<file path="src/core/cmp_ctrl_pkg.sv">
package cmp_ctrl_pkg;

	// ----------------------------------------------------------------
	// register map (byte addresses, one word each)
	// ----------------------------------------------------------------
	localparam logic [3:0] CTRL0_ADDR = 4'h0;
	localparam logic [3:0] CTRL1_ADDR = 4'h4;
	localparam logic [3:0] SHARED_ADDR = 4'h8;
	localparam logic [3:0] IRQ_ADDR = 4'hC;

	// ----------------------------------------------------------------
	// control register fields
	// ----------------------------------------------------------------
	localparam int EN_BIT = 7;
	localparam int RES_BIT = 6;
	localparam int OE_BIT = 5;
	localparam int POL_BIT = 4;
	localparam int SP_BIT = 3;
	localparam int NSRC_BIT = 2;
	localparam int CH_LSB = 0;
	localparam logic [7:0] CTRL_RESET = 8'h08;

	// ----------------------------------------------------------------
	// shared register fields (mirror 7/6, refsel 5/4, hys 3/2, sync 1/0)
	// ----------------------------------------------------------------
	localparam int MIR1_BIT = 7;
	localparam int MIR2_BIT = 6;
	localparam int RSEL1_BIT = 5;
	localparam int RSEL2_BIT = 4;
	localparam int HYS1_BIT = 3;
	localparam int HYS2_BIT = 2;
	localparam int SYNC1_BIT = 1;
	localparam int SYNC2_BIT = 0;
	localparam logic [5:0] SHARED_RESET = 6'h00;

	// ----------------------------------------------------------------
	// irq register fields: flags 1:0, enables 3:2, gates 5:4
	// ----------------------------------------------------------------
	localparam int FLAG_LSB = 0;
	localparam int IE_LSB = 2;
	localparam int PEIE_BIT = 4;
	localparam int GIE_BIT = 5;

	// ----------------------------------------------------------------
	// four-phase instruction cycle
	// ----------------------------------------------------------------
	typedef enum logic [3:0] {
		PH_ONE = 4'h1,
		PH_TWO = 4'h2,
		PH_THREE = 4'h4,
		PH_FOUR = 4'h8
	} phase_t;

	localparam logic [1:0] RESP_OKAY = 2'h0;
	localparam logic [1:0] RESP_SLVERR = 2'h2;

endpackage

</file>
<file path="src/core/cmp_ctrl.sv">
// The AXI4-Lite register port and the register offsets were left to the implementer.
`timescale 1ns/1ps
// Contract
// - raw result high when plus exceeds minus
// - polarity bit inverts reported result
// - enable activates; disabled gives raw zero
// - disabled result set only by polarity
// - channel field picks one of four pins
// - source bit picks reference node or pin
// - refsel picks fixed reference or converter
// - pin output needs oe, pin_direction clear, enable
// - oe overrides port latch regardless of enable
// - internal result latched per instruction cycle
// - result readable in control and shared
// - shared read leaves mismatch latches alone
// - speed bit resets to one
// - first latch loads on control access
// - second latch loads every phase one
// - mismatch is xor of both latches
// - write reloads first latch, clears mismatch
// - flag sets on mismatch rising edge
// - software clears flag with zero, one sets
// - detection independent of output enable
// - irq needs enable and both gates
// - phase-two read change may lose flag
// - phase one runs during sleep
// - change wakes with enable and peripheral gate
// - reset returns registers to reset values
// - sync mode latches on timer falling edge
module cmp_ctrl (
	input wire logic REF_CLK, // system clock
	input wire logic RESET, // async reset, active high
	input wire logic [3:0] S_AXI_AWADDR, // write address
	input wire logic S_AXI_AWVALID, // write address valid
	output logic S_AXI_AWREADY, // write address ready
	input wire logic [31:0] S_AXI_WDATA, // write data
	input wire logic [3:0] S_AXI_WSTRB, // write strobes
	input wire logic S_AXI_WVALID, // write data valid
	output logic S_AXI_WREADY, // write data ready
	output logic [1:0] S_AXI_BRESP, // write response
	output logic S_AXI_BVALID, // write response valid
	input wire logic S_AXI_BREADY, // write response ready
	input wire logic [3:0] S_AXI_ARADDR, // read address
	input wire logic S_AXI_ARVALID, // read address valid
	output logic S_AXI_ARREADY, // read address ready
	output logic [31:0] S_AXI_RDATA, // read data
	output logic [1:0] S_AXI_RRESP, // read response
	output logic S_AXI_RVALID, // read valid
	input wire logic S_AXI_RREADY, // read ready
	input wire logic [1:0] RAW_COMPARE, // analog comparator outputs, async
	input wire logic [1:0] TIMER_CLK, // timer source clock per comparator, async
	input wire logic [1:0] PIN_DIRECTION, // port direction bits, 1 = input
	input wire logic [1:0] PORT_LATCH, // port data latch bits
	input wire logic SLEEP, // device in sleep, phases halted
	output logic [1:0] CMP_ENABLE, // analog enable per comparator
	output logic [1:0] SPEED_POWER, // 1 = high speed
	output logic [1:0] NONINV_SRC, // 1 = reference node, 0 = pin
	output logic [1:0] REF_SRC, // 1 = fixed reference, 0 = converter
	output logic [3:0] INV_CHANNEL, // channel per comparator, 2 bits each
	output logic [1:0] HYSTERESIS, // hysteresis enable
	output logic [1:0] PIN_OUT, // pin level
	output logic [1:0] PIN_OE_N, // pin driver enable, low = driving
	output logic [1:0] TIMER_GATE_OUT, // result to timer gate / set-reset latch
	output logic [1:0] PWM_OUT, // unsynchronized result to pwm logic
	output logic IRQ_REQ, // interrupt request
	output logic WAKE // wake from sleep request
);

	typedef struct packed {
		logic [1:0][7:0] ctrl;
		logic [5:0] shared;
		logic [1:0] flag;
		logic [1:0] ie;
		logic peie;
		logic gie;
		logic [1:0] res_int;
		logic [1:0] lat_one;
		logic [1:0] lat_two;
		logic [1:0] mis_prev;
		logic [1:0] sync_a;
		logic [1:0] sync_b;
		logic [1:0] tclk_a;
		logic [1:0] tclk_b;
		logic [1:0] tclk_prev;
		logic [1:0] tsync;
		cmp_ctrl_pkg::phase_t ph;
		logic [1:0] rd_pend;
		logic [1:0] acc_p3;
		logic aw_got;
		logic w_got;
		logic [3:0] awaddr;
		logic [31:0] wdata;
		logic [3:0] wstrb;
		logic bvalid;
		logic [1:0] bresp;
		logic rvalid;
		logic [31:0] rdata;
		logic [1:0] rresp;
		logic [1:0] pin_out;
		logic [1:0] pin_oe_n;
		logic [1:0] tg_out;
		logic [1:0] pwm;
		logic irq;
		logic wake;
	} state_t;

	state_t s_q;
	state_t s_d;

	logic [1:0] en;
	logic [1:0] pol;
	logic [1:0] mismatch;
	logic [1:0] reported;
	logic wr_fire;
	logic rd_fire;
	logic [1:0] sync_sel;

	// ----------------------------------------------------------------
	// per-comparator combinational view
	// ----------------------------------------------------------------
	always_comb begin
		for (int i = 0; i < 2; i++) begin
			en[i] = s_q.ctrl[i][cmp_ctrl_pkg::EN_BIT];
			pol[i] = s_q.ctrl[i][cmp_ctrl_pkg::POL_BIT];
			// disabled comparator feeds zero to the polarity stage
			reported[i] = (s_q.sync_b[i] & en[i]) ^ pol[i];
			mismatch[i] = s_q.lat_one[i] ^ s_q.lat_two[i];
		end
		sync_sel[0] = s_q.shared[cmp_ctrl_pkg::SYNC1_BIT];
		sync_sel[1] = s_q.shared[cmp_ctrl_pkg::SYNC2_BIT];
	end

	assign wr_fire = s_q.aw_got && s_q.w_got && !s_q.bvalid;
	assign rd_fire = S_AXI_ARVALID && !s_q.rvalid;

	// ----------------------------------------------------------------
	// next state
	// ----------------------------------------------------------------
	always_comb begin
		logic [1:0] set_ev;
		logic [1:0] acc;
		logic [7:0] wb;
		set_ev = 2'h0;
		acc = 2'h0;
		wb = 8'h00;
		s_d = s_q;

		// input synchronisers
		s_d.sync_a = RAW_COMPARE;
		s_d.sync_b = s_q.sync_a;
		s_d.tclk_a = TIMER_CLK;
		s_d.tclk_b = s_q.tclk_a;
		s_d.tclk_prev = s_q.tclk_b;

		// phase sequencer; sleep parks it on phase one
		if (SLEEP) begin
			s_d.ph = cmp_ctrl_pkg::PH_ONE;
		end else begin
			unique case (s_q.ph)
				cmp_ctrl_pkg::PH_ONE: s_d.ph = cmp_ctrl_pkg::PH_TWO;
				cmp_ctrl_pkg::PH_TWO: s_d.ph = cmp_ctrl_pkg::PH_THREE;
				cmp_ctrl_pkg::PH_THREE: s_d.ph = cmp_ctrl_pkg::PH_FOUR;
				cmp_ctrl_pkg::PH_FOUR: s_d.ph = cmp_ctrl_pkg::PH_ONE;
				default: s_d.ph = cmp_ctrl_pkg::PH_ONE;
			endcase
		end

		// axi write channel
		if (S_AXI_AWVALID && !s_q.aw_got) begin
			s_d.aw_got = 1'b1;
			s_d.awaddr = S_AXI_AWADDR;
		end
		if (S_AXI_WVALID && !s_q.w_got) begin
			s_d.w_got = 1'b1;
			s_d.wdata = S_AXI_WDATA;
			s_d.wstrb = S_AXI_WSTRB;
		end
		if (s_q.bvalid && S_AXI_BREADY) begin
			s_d.bvalid = 1'b0;
		end
		if (wr_fire) begin
			s_d.aw_got = 1'b0;
			s_d.w_got = 1'b0;
			s_d.bvalid = 1'b1;
			s_d.bresp = cmp_ctrl_pkg::RESP_OKAY;
			wb = s_q.wstrb[0] ? s_q.wdata[7:0] : 8'h00;
			unique case (s_q.awaddr)
				cmp_ctrl_pkg::CTRL0_ADDR, cmp_ctrl_pkg::CTRL1_ADDR: begin
					if (s_q.wstrb[0]) begin
						for (int i = 0; i < 2; i++) begin
							if (s_q.awaddr[2] == 1'(i)) begin
								s_d.ctrl[i] = wb;
								s_d.ctrl[i][cmp_ctrl_pkg::RES_BIT] = 1'b0;
								acc[i] = 1'b1;
							end
						end
					end
				end
				cmp_ctrl_pkg::SHARED_ADDR: begin
					if (s_q.wstrb[0]) begin
						s_d.shared = wb[5:0];
					end
				end
				cmp_ctrl_pkg::IRQ_ADDR: begin
					if (s_q.wstrb[0]) begin
						s_d.flag = wb[cmp_ctrl_pkg::FLAG_LSB +: 2];
						s_d.ie = wb[cmp_ctrl_pkg::IE_LSB +: 2];
						s_d.peie = wb[cmp_ctrl_pkg::PEIE_BIT];
						s_d.gie = wb[cmp_ctrl_pkg::GIE_BIT];
					end
				end
				default: s_d.bresp = cmp_ctrl_pkg::RESP_SLVERR;
			endcase
		end

		// axi read channel
		if (s_q.rvalid && S_AXI_RREADY) begin
			s_d.rvalid = 1'b0;
		end
		if (rd_fire) begin
			s_d.rvalid = 1'b1;
			s_d.rresp = cmp_ctrl_pkg::RESP_OKAY;
			s_d.rdata = 32'h0000_0000;
			unique case (S_AXI_ARADDR)
				cmp_ctrl_pkg::CTRL0_ADDR, cmp_ctrl_pkg::CTRL1_ADDR: begin
					for (int i = 0; i < 2; i++) begin
						if (S_AXI_ARADDR[2] == 1'(i)) begin
							s_d.rdata[7:0] = s_q.ctrl[i];
							s_d.rdata[cmp_ctrl_pkg::RES_BIT] = s_q.res_int[i];
							acc[i] = 1'b1;
						end
					end
				end
				cmp_ctrl_pkg::SHARED_ADDR: begin
					// mirror read does not touch the mismatch latches
					s_d.rdata[5:0] = s_q.shared;
					s_d.rdata[cmp_ctrl_pkg::MIR1_BIT] = s_q.res_int[0];
					s_d.rdata[cmp_ctrl_pkg::MIR2_BIT] = s_q.res_int[1];
				end
				cmp_ctrl_pkg::IRQ_ADDR: begin
					s_d.rdata[cmp_ctrl_pkg::FLAG_LSB +: 2] = s_q.flag;
					s_d.rdata[cmp_ctrl_pkg::IE_LSB +: 2] = s_q.ie;
					s_d.rdata[cmp_ctrl_pkg::PEIE_BIT] = s_q.peie;
					s_d.rdata[cmp_ctrl_pkg::GIE_BIT] = s_q.gie;
				end
				default: s_d.rresp = cmp_ctrl_pkg::RESP_SLVERR;
			endcase
		end

		// a control access is held until the next phase three
		s_d.rd_pend = s_q.rd_pend | acc;
		s_d.acc_p3 = 2'h0;
		for (int i = 0; i < 2; i++) begin
			if (s_q.ph == cmp_ctrl_pkg::PH_ONE) begin
				s_d.lat_two[i] = reported[i];
				s_d.res_int[i] = reported[i];
			end
			if (s_q.ph == cmp_ctrl_pkg::PH_THREE && s_q.rd_pend[i]) begin
				s_d.lat_one[i] = s_q.lat_two[i];
				s_d.rd_pend[i] = acc[i];
				s_d.acc_p3[i] = 1'b1;
			end
			// edge of mismatch sets flag; a refresh that cancels it first loses it
			set_ev[i] = mismatch[i] & ~s_q.mis_prev[i];
			s_d.mis_prev[i] = mismatch[i];
			if (set_ev[i]) begin
				s_d.flag[i] = 1'b1;
			end
			// timer-synchronous capture on falling edge of the timer clock
			if (s_q.tclk_prev[i] && !s_q.tclk_b[i]) begin
				s_d.tsync[i] = reported[i];
			end
			s_d.tg_out[i] = sync_sel[i] ? s_q.tsync[i] : reported[i];
			s_d.pwm[i] = reported[i];
			// oe takes the pin from the port latch whatever the enable state
			s_d.pin_out[i] = s_q.ctrl[i][cmp_ctrl_pkg::OE_BIT] ?
				(reported[i] & en[i]) : PORT_LATCH[i];
			s_d.pin_oe_n[i] = !(s_q.ctrl[i][cmp_ctrl_pkg::OE_BIT] ?
				(en[i] && !PIN_DIRECTION[i]) : !PIN_DIRECTION[i]);
		end
		s_d.irq = |(s_d.flag & s_q.ie) && s_q.peie && s_q.gie;
		s_d.wake = |(s_d.flag & s_q.ie) && s_q.peie;
	end

	// ----------------------------------------------------------------
	// state register
	// ----------------------------------------------------------------
	always_ff @(posedge REF_CLK or posedge RESET) begin
		if (RESET) begin
			s_q <= '0;
			s_q.ctrl <= {cmp_ctrl_pkg::CTRL_RESET, cmp_ctrl_pkg::CTRL_RESET};
			s_q.shared <= cmp_ctrl_pkg::SHARED_RESET;
			// pin drivers stay released while in reset
			s_q.pin_oe_n <= 2'h3;
			s_q.ph <= cmp_ctrl_pkg::PH_ONE;
		end else begin
			s_q <= s_d;
		end
	end

	// ----------------------------------------------------------------
	// outputs
	// ----------------------------------------------------------------
	assign S_AXI_AWREADY = !s_q.aw_got;
	assign S_AXI_WREADY = !s_q.w_got;
	assign S_AXI_BVALID = s_q.bvalid;
	assign S_AXI_BRESP = s_q.bresp;
	assign S_AXI_ARREADY = !s_q.rvalid;
	assign S_AXI_RVALID = s_q.rvalid;
	assign S_AXI_RDATA = s_q.rdata;
	assign S_AXI_RRESP = s_q.rresp;
	assign PIN_OUT = s_q.pin_out;
	assign PIN_OE_N = s_q.pin_oe_n;
	assign TIMER_GATE_OUT = s_q.tg_out;
	assign PWM_OUT = s_q.pwm;
	assign IRQ_REQ = s_q.irq;
	assign WAKE = s_q.wake;
	assign CMP_ENABLE = {s_q.ctrl[1][cmp_ctrl_pkg::EN_BIT], s_q.ctrl[0][cmp_ctrl_pkg::EN_BIT]};
	assign SPEED_POWER = {s_q.ctrl[1][cmp_ctrl_pkg::SP_BIT], s_q.ctrl[0][cmp_ctrl_pkg::SP_BIT]};
	assign NONINV_SRC = {s_q.ctrl[1][cmp_ctrl_pkg::NSRC_BIT],
		s_q.ctrl[0][cmp_ctrl_pkg::NSRC_BIT]};
	assign INV_CHANNEL = {s_q.ctrl[1][cmp_ctrl_pkg::CH_LSB +: 2],
		s_q.ctrl[0][cmp_ctrl_pkg::CH_LSB +: 2]};
	assign REF_SRC = {s_q.shared[cmp_ctrl_pkg::RSEL2_BIT],
		s_q.shared[cmp_ctrl_pkg::RSEL1_BIT]};
	assign HYSTERESIS = {s_q.shared[cmp_ctrl_pkg::HYS2_BIT], s_q.shared[cmp_ctrl_pkg::HYS1_BIT]};
endmodule

</file>
<file path="config.mk">
export PLATFORM = sky130hd
export DESIGN_NAME = cmp_ctrl
export DESIGN_NICKNAME = d
export VERILOG_FILES = /design/src/core/cmp_ctrl_pkg.sv /design/src/core/cmp_ctrl.sv
export SDC_FILE = /design/constraint.sdc
export NUM_CORES = 1
export LEC_CHECK = 0
export BUFFER_PORTS_ARGS = -buffer_cell sky130_fd_sc_hd__buf_2
export CAP_MARGIN = 20
export CORE_UTILIZATION = 50
export CTS_CLUSTER_DIAMETER = 50
export DETAILED_ROUTE_END_ITERATION = 10
export GPL_TIMING_DRIVEN = 0
export HOLD_SLACK_MARGIN = 0.08
export PLACE_DENSITY_LB_ADDON = 0.05
export SLEW_MARGIN = 20
export SYNTH_ARGS = -nofsm -noshare
export SYNTH_HDL_FRONTEND = slang
export SYNTH_SLANG_ARGS = --single-unit
</file>
<file path="constraint.sdc">
create_clock -name REF_CLK -period 4.1 [get_ports REF_CLK]
set_input_delay 1.23 -clock REF_CLK [delete_from_list [all_inputs] [get_ports REF_CLK]]
set_output_delay 1.23 -clock REF_CLK [all_outputs]
set_load 0.1 [all_outputs]
</file>
==> impl_results.md, run 1 <==
* Run status: finished, final reports clean
* Remaining Overflow, GRT at 0
* Die width at 90.36 µm
* Initial DRT Pass Iterations at 4
* TritonCTS buffer count at 9
* Post-layout minimum cycle time at 2649 ps
* Data required, critical path at 2870 ps
* Die area at 8165 µm²
* Count leader, synth: dfrtp_1
* Clock root cell: clkbuf_8
* Crit path kind: flip-flop to primary output
* Fmax at 377.5 MHz
* DRC at 0
* Power Dens Cells at 741.1 nW/µm²
* Worst min path class: flip-flop to flip-flop
* Fraction of layout cells with a size suffix above 1 at 46.33%
* Layout Nets at 491
* CP Max Fanout at 6
* CTS clk-pin slew, worst paths at 80 ps
* 1st-iter DRT viols at 93
* Worst reg-to-reg path cell count at 4
* Worst-Margin Slew at 782.5 ps
* Tot GR Track Use at 18.72%
* Vias in the first global route at 2362
* Synth top area share at 51.92%
* Post-synth EDFFs at 0
* Clk_skew at 8.259 ps
* Main synth FF type: dfrtp_1
* R2R setup slack at 2250 ps
* GR peak layer: met2
* IO Port Bufs at 70
* Clk buf depth at 2
* IO Pins at 125
* Synth area leader: dfrtp_1
* First-pass GRT wire length at 11620 µm
* Worst Hold Path Cells at 0
* Final setup TNS at 0 ps
* Diodes inserted at 0
* Synth top cells by count: dfrtp_1 (81), buf_4 (58), mux2_2 (38)
* MaxCap Viol Count at 0
* Clock Sinks at 86
* Synth-to-Final Area Change at 19.62%
* Initial Util at 52.69%
* DRT Wirelength at 7044 µm
* Die height at 90.36 µm
* Placer congestion estimate at 0.7680
* RSZ-0062 raised after global routing: no
* Leak Pwr at 2.392 nW
* Maximum vdd drop at 445.2 µV
* Final worst-path cycle share at 64.61%
* Post-DR vias/cell at 4.693
* Final Hold Fails at 0
* Largest net degree at the start of global routing at 54
* Initial antenna violation count at 0
* Clock Latency Late Sink at 360 ps
* Core Util, Final at 63.03%
* H-tree depth at 3
* Final setup violation count at 0
* Seq/Total Area, Yosys at 55.29%
* Yosys reg bits at 86
* Startpoint Class: flip-flop
* CTS tree: yes
* Power after layout at 3.461 mW
* Met3 track demand over resource at 3.535%
* Data arrival time of the worst path at 1420 ps
* Placed cells at 519
* Hold-fix buffers at CTS at 0
* Met2 Use GR at 29.26%
* Core ar. at 7408 µm²
* Routed length per placed instance at 13.17 µm
* Ys async rst share at 100.0%
* Syn_area_per_cell at 12.05 µm²
* Slew headroom at 47.70%
* Post-detail-place hpwl at 5115 µm
* Synth warn at 0
* Distinct cells, synth at 44
* Crit end category: primary output
* Ranking of synthesized cells by area: dfrtp_1 (52%), buf_4 (11%), mux2_2 (11%)
* Max Slew Vio Count at 0
* Cells after Synth at 324
* Vias after detailed routing at 2511
* Met1 usage at 25.60%
* Setup repair bufs after CTS at 0
* ANT nets after route at 0
* Synthesized cell area at 3904 µm²
* # rows at 31
* Fin cells at 535
* Post-CTS sizing at 0
==> registers in the layout, summed over array words and instances (netlist names), 2 cells and up <==
name            cells
PIN_OUT             2
REF_SRC             2
CMP_ENABLE          2
INV_CHANNEL         4
s_q                42
HYSTERESIS          2
TIMER_GATE_OUT      2
s_d                 6
PIN_OE_N            2
pol                 2
S_AXI_RDATA         8
PWM_OUT             2
SPEED_POWER         2
NONINV_SRC          2
==> cells by family after synthesis <==
kind of cell	count (synthesis)	share of synthesized area (%)
other	1	0.09606
buffers and inverters	79	13.40
xor gates and xnor gates	4	0.8976
DFF	86	55.29
muxes	45	12.76
and+or+nand+nor	72	11.12
AOI/OAI and AO/OA	37	6.443
==> area by class of cell <==
class	instances	area (µm²)
Fill cell	613	2739
Sequential cell	86	2158
Multi-Input combinational cell	184	1316
Buffer	64	466.7
Timing Repair Buffer	71	370.4
Clock buffer	9	123.9
Tap cell	99	123.9
Inverter	15	58.81
Clock inverter	7	51.30
==> worst max-delay path: stages (launching register included) <==
cell     delay (ps)
dfrtp_1         500
buf_4           160
buf_2           410
==> layer usage <==
metal	up-vias	wire (µm)
met5	-	0
met1	1165	3265
li1	1241	-
met2	94	3306
met3	11	357
met4	0	115
==> per-stage QoR <==
stage	setup WS, ps	hold WS, ps	area [µm²]
after floorplan	656.4	331.2	3998
after global placement	-294.3	333.6	4472
after detailed placement	1485	343.4	4494
after CTS	1427	363.5	4669
after global routing	1401	366.5	4669
final	1451	359.3	4669
==> layout by cell type, fill, tap and decap left out, types with 6 or more instances in the layout <==
| cell type | instances |
|---|---|
| nor3_1 | 6 |
| dfrtp_1 | 81 |
| o21ai_0 | 18 |
| nand2_1 | 22 |
| buf_4 | 58 |
| mux2i_1 | 7 |
| nor2_1 | 13 |
| conb_1 | 26 |
| mux2_2 | 38 |
| inv_1 | 14 |
| buf_2 | 71 |
| a221oi_1 | 6 |
| clkbuf_8 | 9 |
==> worst paths after layout <==
path	start	to
setup / recovery	CMP_ENABLE[0]	CMP_ENABLE[0]
hold / removal	s_d[103]	s_d[101]
setup reg to reg	s_q[85]	INV_CHANNEL[0]
hold reg to reg	s_d[103]	s_d[101]
max in group asynchronous	RESET	s_q[94]
min in group asynchronous	RESET	s_d[102]
==> power breakdown <==
group          internal, mW  switching [mW]  total (mW)
registers              1.11           0.236        1.35
clock network         0.221           0.307       0.527
logic                 0.449            1.14        1.59
total                  1.78            1.68        3.46
Note: power is estimated with default switching activity, not from simulation.
==> run 2, diff against run 1 <==
--- a/config.mk
+++ b/config.mk
@@ -7,7 +7,7 @@
 export LEC_CHECK = 0
 export BUFFER_PORTS_ARGS = -buffer_cell sky130_fd_sc_hd__buf_2
 export CAP_MARGIN = 20
-export CORE_UTILIZATION = 50
+export CORE_UTILIZATION = 46
 export CTS_CLUSTER_DIAMETER = 50
 export DETAILED_ROUTE_END_ITERATION = 10
 export GPL_TIMING_DRIVEN = 0
==> constraint.sdc (replaced) <==
create_clock -name REF_CLK -period 2.2 [get_ports REF_CLK]
set_input_delay 0.66 -clock REF_CLK [delete_from_list [all_inputs] [get_ports REF_CLK]]
set_output_delay 0.66 -clock REF_CLK [all_outputs]
set_load 0.1 [all_outputs]
==> impl_results.md, run 2 (synthesis results as in run 1) <==
* First-pass GRT wire length at 11500 µm (was 11620 µm)
* DRC at 0 (unchanged)
* IO Pins at 125 (unchanged)
* Post-detail-place hpwl at 5293 µm (was 5115 µm)
* Worst reg-to-reg path cell count at 4 (unchanged)
* Core ar. at 8217 µm² (was 7408 µm²)
* Crit end category: primary output (unchanged)
* # rows at 33 (was 31)
* IO Port Bufs at 70 (unchanged)
* Crit path kind: flip-flop to primary output (unchanged)
* CTS clk-pin slew, worst paths at 80 ps (about the same)
* Synth-to-Final Area Change at 21.73% (was 19.62%)
* Startpoint Class: flip-flop (unchanged)
* Post-CTS sizing at 0 (unchanged)
* Die width at 94.12 µm (was 90.36 µm)
* Power Dens Cells at 1413 nW/µm² (was 741.1 nW/µm²)
* Initial DRT Pass Iterations at 4 (unchanged)
* Slowest Stage Delay on Critical Path at 510 ps (was 500 ps)
* Hold-fix buffers at CTS at 0 (unchanged)
* Tot GR Track Use at 17.74% (was 18.72%)
* Run status: finished, final reports clean (unchanged)
* Top reg by flops: s_q (unchanged)
* Worst hold slack at 327.7 ps (was 359.3 ps)
* Post-DR vias/cell at 4.661 (was 4.693)
* Slowest stage cell, crit path: dfrtp_1 (unchanged)
* Worst r2r src: s_q[85] (unchanged)
* Placer congestion estimate at 0.7703 (was 0.7680)
* Post-layout minimum cycle time at 2081 ps
* Data arrival time of the worst path at 1420 ps (about the same)
* DRT Wirelength at 7212 µm (was 7044 µm)
* R2R setup slack at 350 ps (was 2250 ps)
* Largest net degree at the start of global routing at 35 (was 54)
* Top delay family on crit path: buffers and inverters (unchanged)
* 1st-iter DRT viols at 98 (was 93)
* Vias in the first global route at 2277 (was 2362)
* Clk buf depth at 2 (unchanged)
* Slew headroom at 49.10% (was 47.70%)
* Initial antenna violation count at 0 (unchanged)
* CTS tree: yes (unchanged)
* RR Endpoint: s_q[135] (was INV_CHANNEL[0])
* Clock Sinks at 86 (unchanged)
* Data required, critical path at 1540 ps (was 2870 ps)
* Worst-Margin Slew at 761.5 ps (was 782.5 ps)
* Worst min path class: input port to asynchronous set/reset pin (was flip-flop to flip-flop)
* Remaining Overflow, GRT at 0 (unchanged)
* Max reg flops at 42 (unchanged)
* Fmax at 480.4 MHz
* Setup repair bufs after CTS at 0 (unchanged)
* TritonCTS buffer count at 9 (unchanged)
* Vias after detailed routing at 2526 (was 2511)
* Clock Latency Late Sink at 350 ps (was 360 ps)
* Die height at 94.12 µm (was 90.36 µm)
* Diodes inserted at 0 (unchanged)
* Clk_skew at 6.040 ps (was 8.259 ps)
* Leak Pwr at 2.408 nW (was 2.392 nW)
* Maximum vdd drop at 937.2 µV (was 445.2 µV)
* Routed length per placed instance at 13.31 µm (was 13.17 µm)
* RSZ-0062 raised after global routing: no (unchanged)
* Number of fill cells at 760 (was 613)
* MaxCap Viol Count at 0 (unchanged)
* Fraction of layout cells with a size suffix above 1 at 46.68% (was 46.33%)
* CP startpoint: CMP_ENABLE[0] (unchanged)
* Layout Nets at 492 (was 491)
* Most frequent cells in the layout: dfrtp_1 (80), buf_2 (71), buf_4 (58) (was dfrtp_1 (81), buf_2 (71), buf_4 (58))
* Initial Util at 47.51% (was 52.69%)
* Final setup TNS at 0 ps (unchanged)
* CP bufs+invs at 2 (unchanged)
* Die area at 8859 µm² (was 8165 µm²)
* Final setup violation count at 0 (unchanged)
* Worst-path cell chain: buf_4 > buf_2 (unchanged)
* CP Max Fanout at 6 (unchanged)
* Clock root cell: clkbuf_8 (unchanged)
* Final worst-path cycle share at 94.61%
* H-tree depth at 3 (unchanged)
* ANT nets after route at 0 (unchanged)
* Most common cell after layout, fill and taps aside: dfrtp_1 (unchanged)
* Max Slew Vio Count at 0 (unchanged)
* Final Hold Fails at 0 (unchanged)
run 2: cell count changes in the layout (fill, tap and decap cells not counted), sizes merged:
cell / before / now
clkinv: 5 / 0
clkinvlp: 2 / 5
bufinv: 0 / 2
clkbuf: 13 / 15
inv: 15 / 13
buf: 131 / 132
run 2: power breakdown:
part	internal, mW	switching [mW]
clock network	0.671	0.555
logic	0.842	2.13
registers	2.07	0.449
run 2: metrics by stage:
| stage | util (%) | instance area, µm² | setup WS [ps] | total power, mW | std cells |
|---|---|---|---|---|---|
| 6_report | 57.83 | 4752 | 118.5 | 6.714 | 542 |
| 3_5_place_dp | 55.11 | 4528 | 107.1 | 5.543 | 526 |
| 3_3_place_gp | 54.62 | 4488 | -161.7 | 5.481 | 524 |
| 2_1_floorplan | - | 4006 | 180.3 | 5.047 | 349 |
| 5_1_grt | 57.83 | 4752 | 35.08 | 7.044 | 542 |
| 4_1_cts | 57.83 | 4752 | 72.39 | 6.771 | 542 |
run 2: worst register-to-register path, stage by stage, from the launching register on:
cell and delay [ps]:
dfrtp_1 450, nor3b_4 360, nand2_2 110, nor3_4 420
mux2_2 390
run 2: worst max path at each step:
stage,end,slack [ps],cells after the start
4_1_cts,CMP_ENABLE[0],70,2
3_3_place_gp,S_AXI_RVALID,-160,2
2_1_floorplan,CMP_ENABLE[0],180,5
6_report,CMP_ENABLE[0],120,2
5_1_grt,CMP_ENABLE[0],40,2
3_5_place_dp,S_AXI_RDATA[4],110,4
run 2: area by class of cell:
type | instances | area (µm²) | area share [%]
Buffer | 64 | 466.7 | 9.821
Clock buffer | 11 | 141.4 | 2.975
Clock inverter | 5 | 82.58 | 1.738
Inverter | 15 | 63.81 | 1.343
Multi-Input combinational cell | 184 | 1316 | 27.70
Sequential cell | 86 | 2160 | 45.44
Tap cell | 105 | 131.4 | 2.765
Timing Repair Buffer | 72 | 390.4 | 8.215
run 2: metal layers:
| metal | vias up | routed length [µm] | global-route usage, % |
|---|---|---|---|
| met5 | - | 0 | 0 |
| met4 | 0 | 104 | 6.154 |
| met3 | 10 | 351 | 3.964 |
| met2 | 76 | 3326 | 26.82 |
| met1 | 1196 | 3430 | 25.11 |
| li1 | 1244 | - | - |
==> run 3, diff against run 2 <==
--- a/config.mk
+++ b/config.mk
@@ -7,7 +7,7 @@
 export LEC_CHECK = 0
 export BUFFER_PORTS_ARGS = -buffer_cell sky130_fd_sc_hd__buf_2
 export CAP_MARGIN = 20
-export CORE_UTILIZATION = 46
+export CORE_UTILIZATION = 50
 export CTS_CLUSTER_DIAMETER = 50
 export DETAILED_ROUTE_END_ITERATION = 10
 export GPL_TIMING_DRIVEN = 0
==> constraint.sdc (replaced) <==
create_clock -name REF_CLK -period 2.1 [get_ports REF_CLK]
set_input_delay 0.63 -clock REF_CLK [delete_from_list [all_inputs] [get_ports REF_CLK]]
set_output_delay 0.63 -clock REF_CLK [all_outputs]
set_load 0.05 [all_outputs]
==> impl_results.md, run 3 (synthesis results as in run 1) <==
* Run status: finished, final reports clean (unchanged)
* Clock root cell: clkbuf_8 (unchanged)
* CTS clk-pin slew, worst paths at 80 ps (about the same)
* H-tree depth at 3 (unchanged)
* Most frequent cells in the layout: dfrtp_1 (81), buf_2 (71), buf_4 (58) (was dfrtp_1 (80), buf_2 (71), buf_4 (58))
* Initial antenna violation count at 0 (unchanged)
* IO Pins at 125 (unchanged)
* Post-place setup slack at 111.4 ps (was 107.1 ps)
* Design area at 4731 µm² (was 4752 µm²)
* Layout Nets at 492 (unchanged)
* Clk buf depth at 2 (unchanged)
* Final Hold Fails at 0 (unchanged)
* Largest net degree at the start of global routing at 36 (was 35)
* DRT Wirelength at 7015 µm (was 7212 µm)
* CTS tree: yes (unchanged)
* MaxCap Viol Count at 0 (unchanged)
* CP Max Fanout at 3 (was 6)
* CP startpoint: SPEED_POWER[1] (was CMP_ENABLE[0])
* Worst r2r src: s_q[85] (unchanged)
* Leak Pwr at 2.422 nW (was 2.408 nW)
* Routed length per placed instance at 13.09 µm (was 13.31 µm)
* Post-detail-place hpwl at 5227 µm (was 5293 µm)
* # rows at 31 (was 33)
* Data required, critical path at 1470 ps (was 1540 ps)
* Post-CTS sizing at 0 (unchanged)
* Post-DR vias/cell at 4.735 (was 4.661)
* Vias in the first global route at 2551 (was 2277)
* Crit path kind: flip-flop to primary output (unchanged)
* Setup repair bufs after CTS at 0 (unchanged)
* Power after layout at 6.126 mW (was 6.714 mW)
* Final setup violation count at 0 (unchanged)
* Core ar. at 7408 µm² (was 8217 µm²)
* Placed Instance Area at 4516 µm² (was 4528 µm²)
* IO Port Bufs at 70 (unchanged)
* Top reg by flops: s_q (unchanged)
* Clock Sinks at 86 (unchanged)
* Number of fill cells at 607 (was 760)
* RSZ-0062 raised after global routing: no (unchanged)
* Maximum vdd drop at 725.9 µV (was 937.2 µV)
* Worst min path class: input port to asynchronous set/reset pin (unchanged)
* Tot GR Track Use at 19.27% (was 17.74%)
* Power Dens Cells at 1295 nW/µm² (was 1413 nW/µm²)
* Fraction of layout cells with a size suffix above 1 at 46.22% (was 46.68%)
* Data arrival time of the worst path at 1240 ps (was 1420 ps)
* Hold-fix buffers at CTS at 0 (unchanged)
* Startpoint Class: flip-flop (unchanged)
* Slew headroom at 50.22% (was 49.10%)
* Crit end category: primary output (unchanged)
* Seq. cell area at 2158 µm² (was 2160 µm²)
* Die area at 8165 µm² (was 8859 µm²)
* Post-layout minimum cycle time at 1872 ps
* Worst setup margin at 227.8 ps (was 118.5 ps)
* Placer congestion estimate at 0.7823 (was 0.7703)
* Die height at 90.36 µm (was 94.12 µm)
* First-pass GRT wire length at 12110 µm (was 11500 µm)
* TritonCTS buffer count at 9 (unchanged)
* Final setup TNS at 0 ps (unchanged)
* Final worst-path cycle share at 89.15%
* Synth-to-Final Area Change at 21.19% (was 21.73%)
* Clock Latency Late Sink at 350 ps (about the same)
* Footprint of the multi-input gates at 1316 µm² (unchanged)
* Die width at 90.36 µm (was 94.12 µm)
* Vias after detailed routing at 2538 (was 2526)
* ANT nets after route at 0 (unchanged)
* Most common cell after layout, fill and taps aside: dfrtp_1 (unchanged)
* Worst-Margin Slew at 744.8 ps (was 761.5 ps)
* Initial DRT Pass Iterations at 4 (unchanged)
* DRC at 0 (unchanged)
* Max Slew Vio Count at 0 (unchanged)
* Initial Util at 52.69% (was 47.51%)
* Max reg flops at 42 (unchanged)
* Remaining Overflow, GRT at 0 (unchanged)
* Clk_skew at 8.830 ps (was 6.040 ps)
* Fmax at 534.1 MHz
* Diodes inserted at 0 (unchanged)
* 1st-iter DRT viols at 79 (was 98)
run 3: cell count changes in the layout (fill, tap and decap cells not counted), sizes merged:
| cell | change |
|---|---|
| clkinv | +4 |
| clkbuf | -1 |
| inv | +1 |
| clkinvlp | -4 |
run 3: per-stage QoR:
| step | utilization, % | hold WS [ps] | std cells |
|---|---|---|---|
| 2_1_floorplan | - | 331.2 | 349 |
| 6_report | 63.86 | 273.9 | 536 |
| 3_3_place_gp | 60.41 | 333.5 | 518 |
| 4_1_cts | 63.86 | 281.8 | 536 |
| 5_1_grt | 63.86 | 298.1 | 536 |
| 3_5_place_dp | 60.95 | 335.6 | 520 |
run 3: power breakdown:
part | switching, mW | internal, mW | total (mW)
clock network | 0.571 | 0.670 | 1.24
logic | 1.36 | 0.884 | 2.25
registers | 0.466 | 2.17 | 2.64
total | 2.40 | 3.72 | 6.13
run 3: layout make-up:
type                            count  share of cell area (%)
Clock buffer                       10                   2.698
Sequential cell                    86                   45.62
Multi-Input combinational cell    184                   27.82
Timing Repair Buffer               72                   8.252
Inverter                           15                   1.270
Clock inverter                      6                   1.851
Buffer                             64                   9.865
Tap cell                           99                   2.618
run 3: routing by layer:
layer / GRT usage [%] / vias to the layer above / routed length, µm / share of wire (%)
met3: 4.293 / 11 / 335 / 4.8
li1: - / 1246 / - / -
met1: 24.54 / 1203 / 3161 / 45
met5: 0 / - / 0 / 0
met2: 32.06 / 78 / 3374 / 48
met4: 7.527 / 0 / 142 / 2.0
run 3: final timing paths:
kind	slack, ps	depth (start not counted)	to
setup / recovery	230	2	SPEED_POWER[1]
hold / removal	270	2	s_d[106]
setup reg to reg	250	4	NONINV_SRC[0]
hold reg to reg	350	0	s_d[100]
max in group asynchronous	1010	4	PIN_OE_N[1]
min in group REF_CLK	350	0	s_d[100]
run 3: critical path, cell delays in order, from the launching register on:
cell and delay (ps):
dfstp_2 550, buf_4 100, buf_2 240
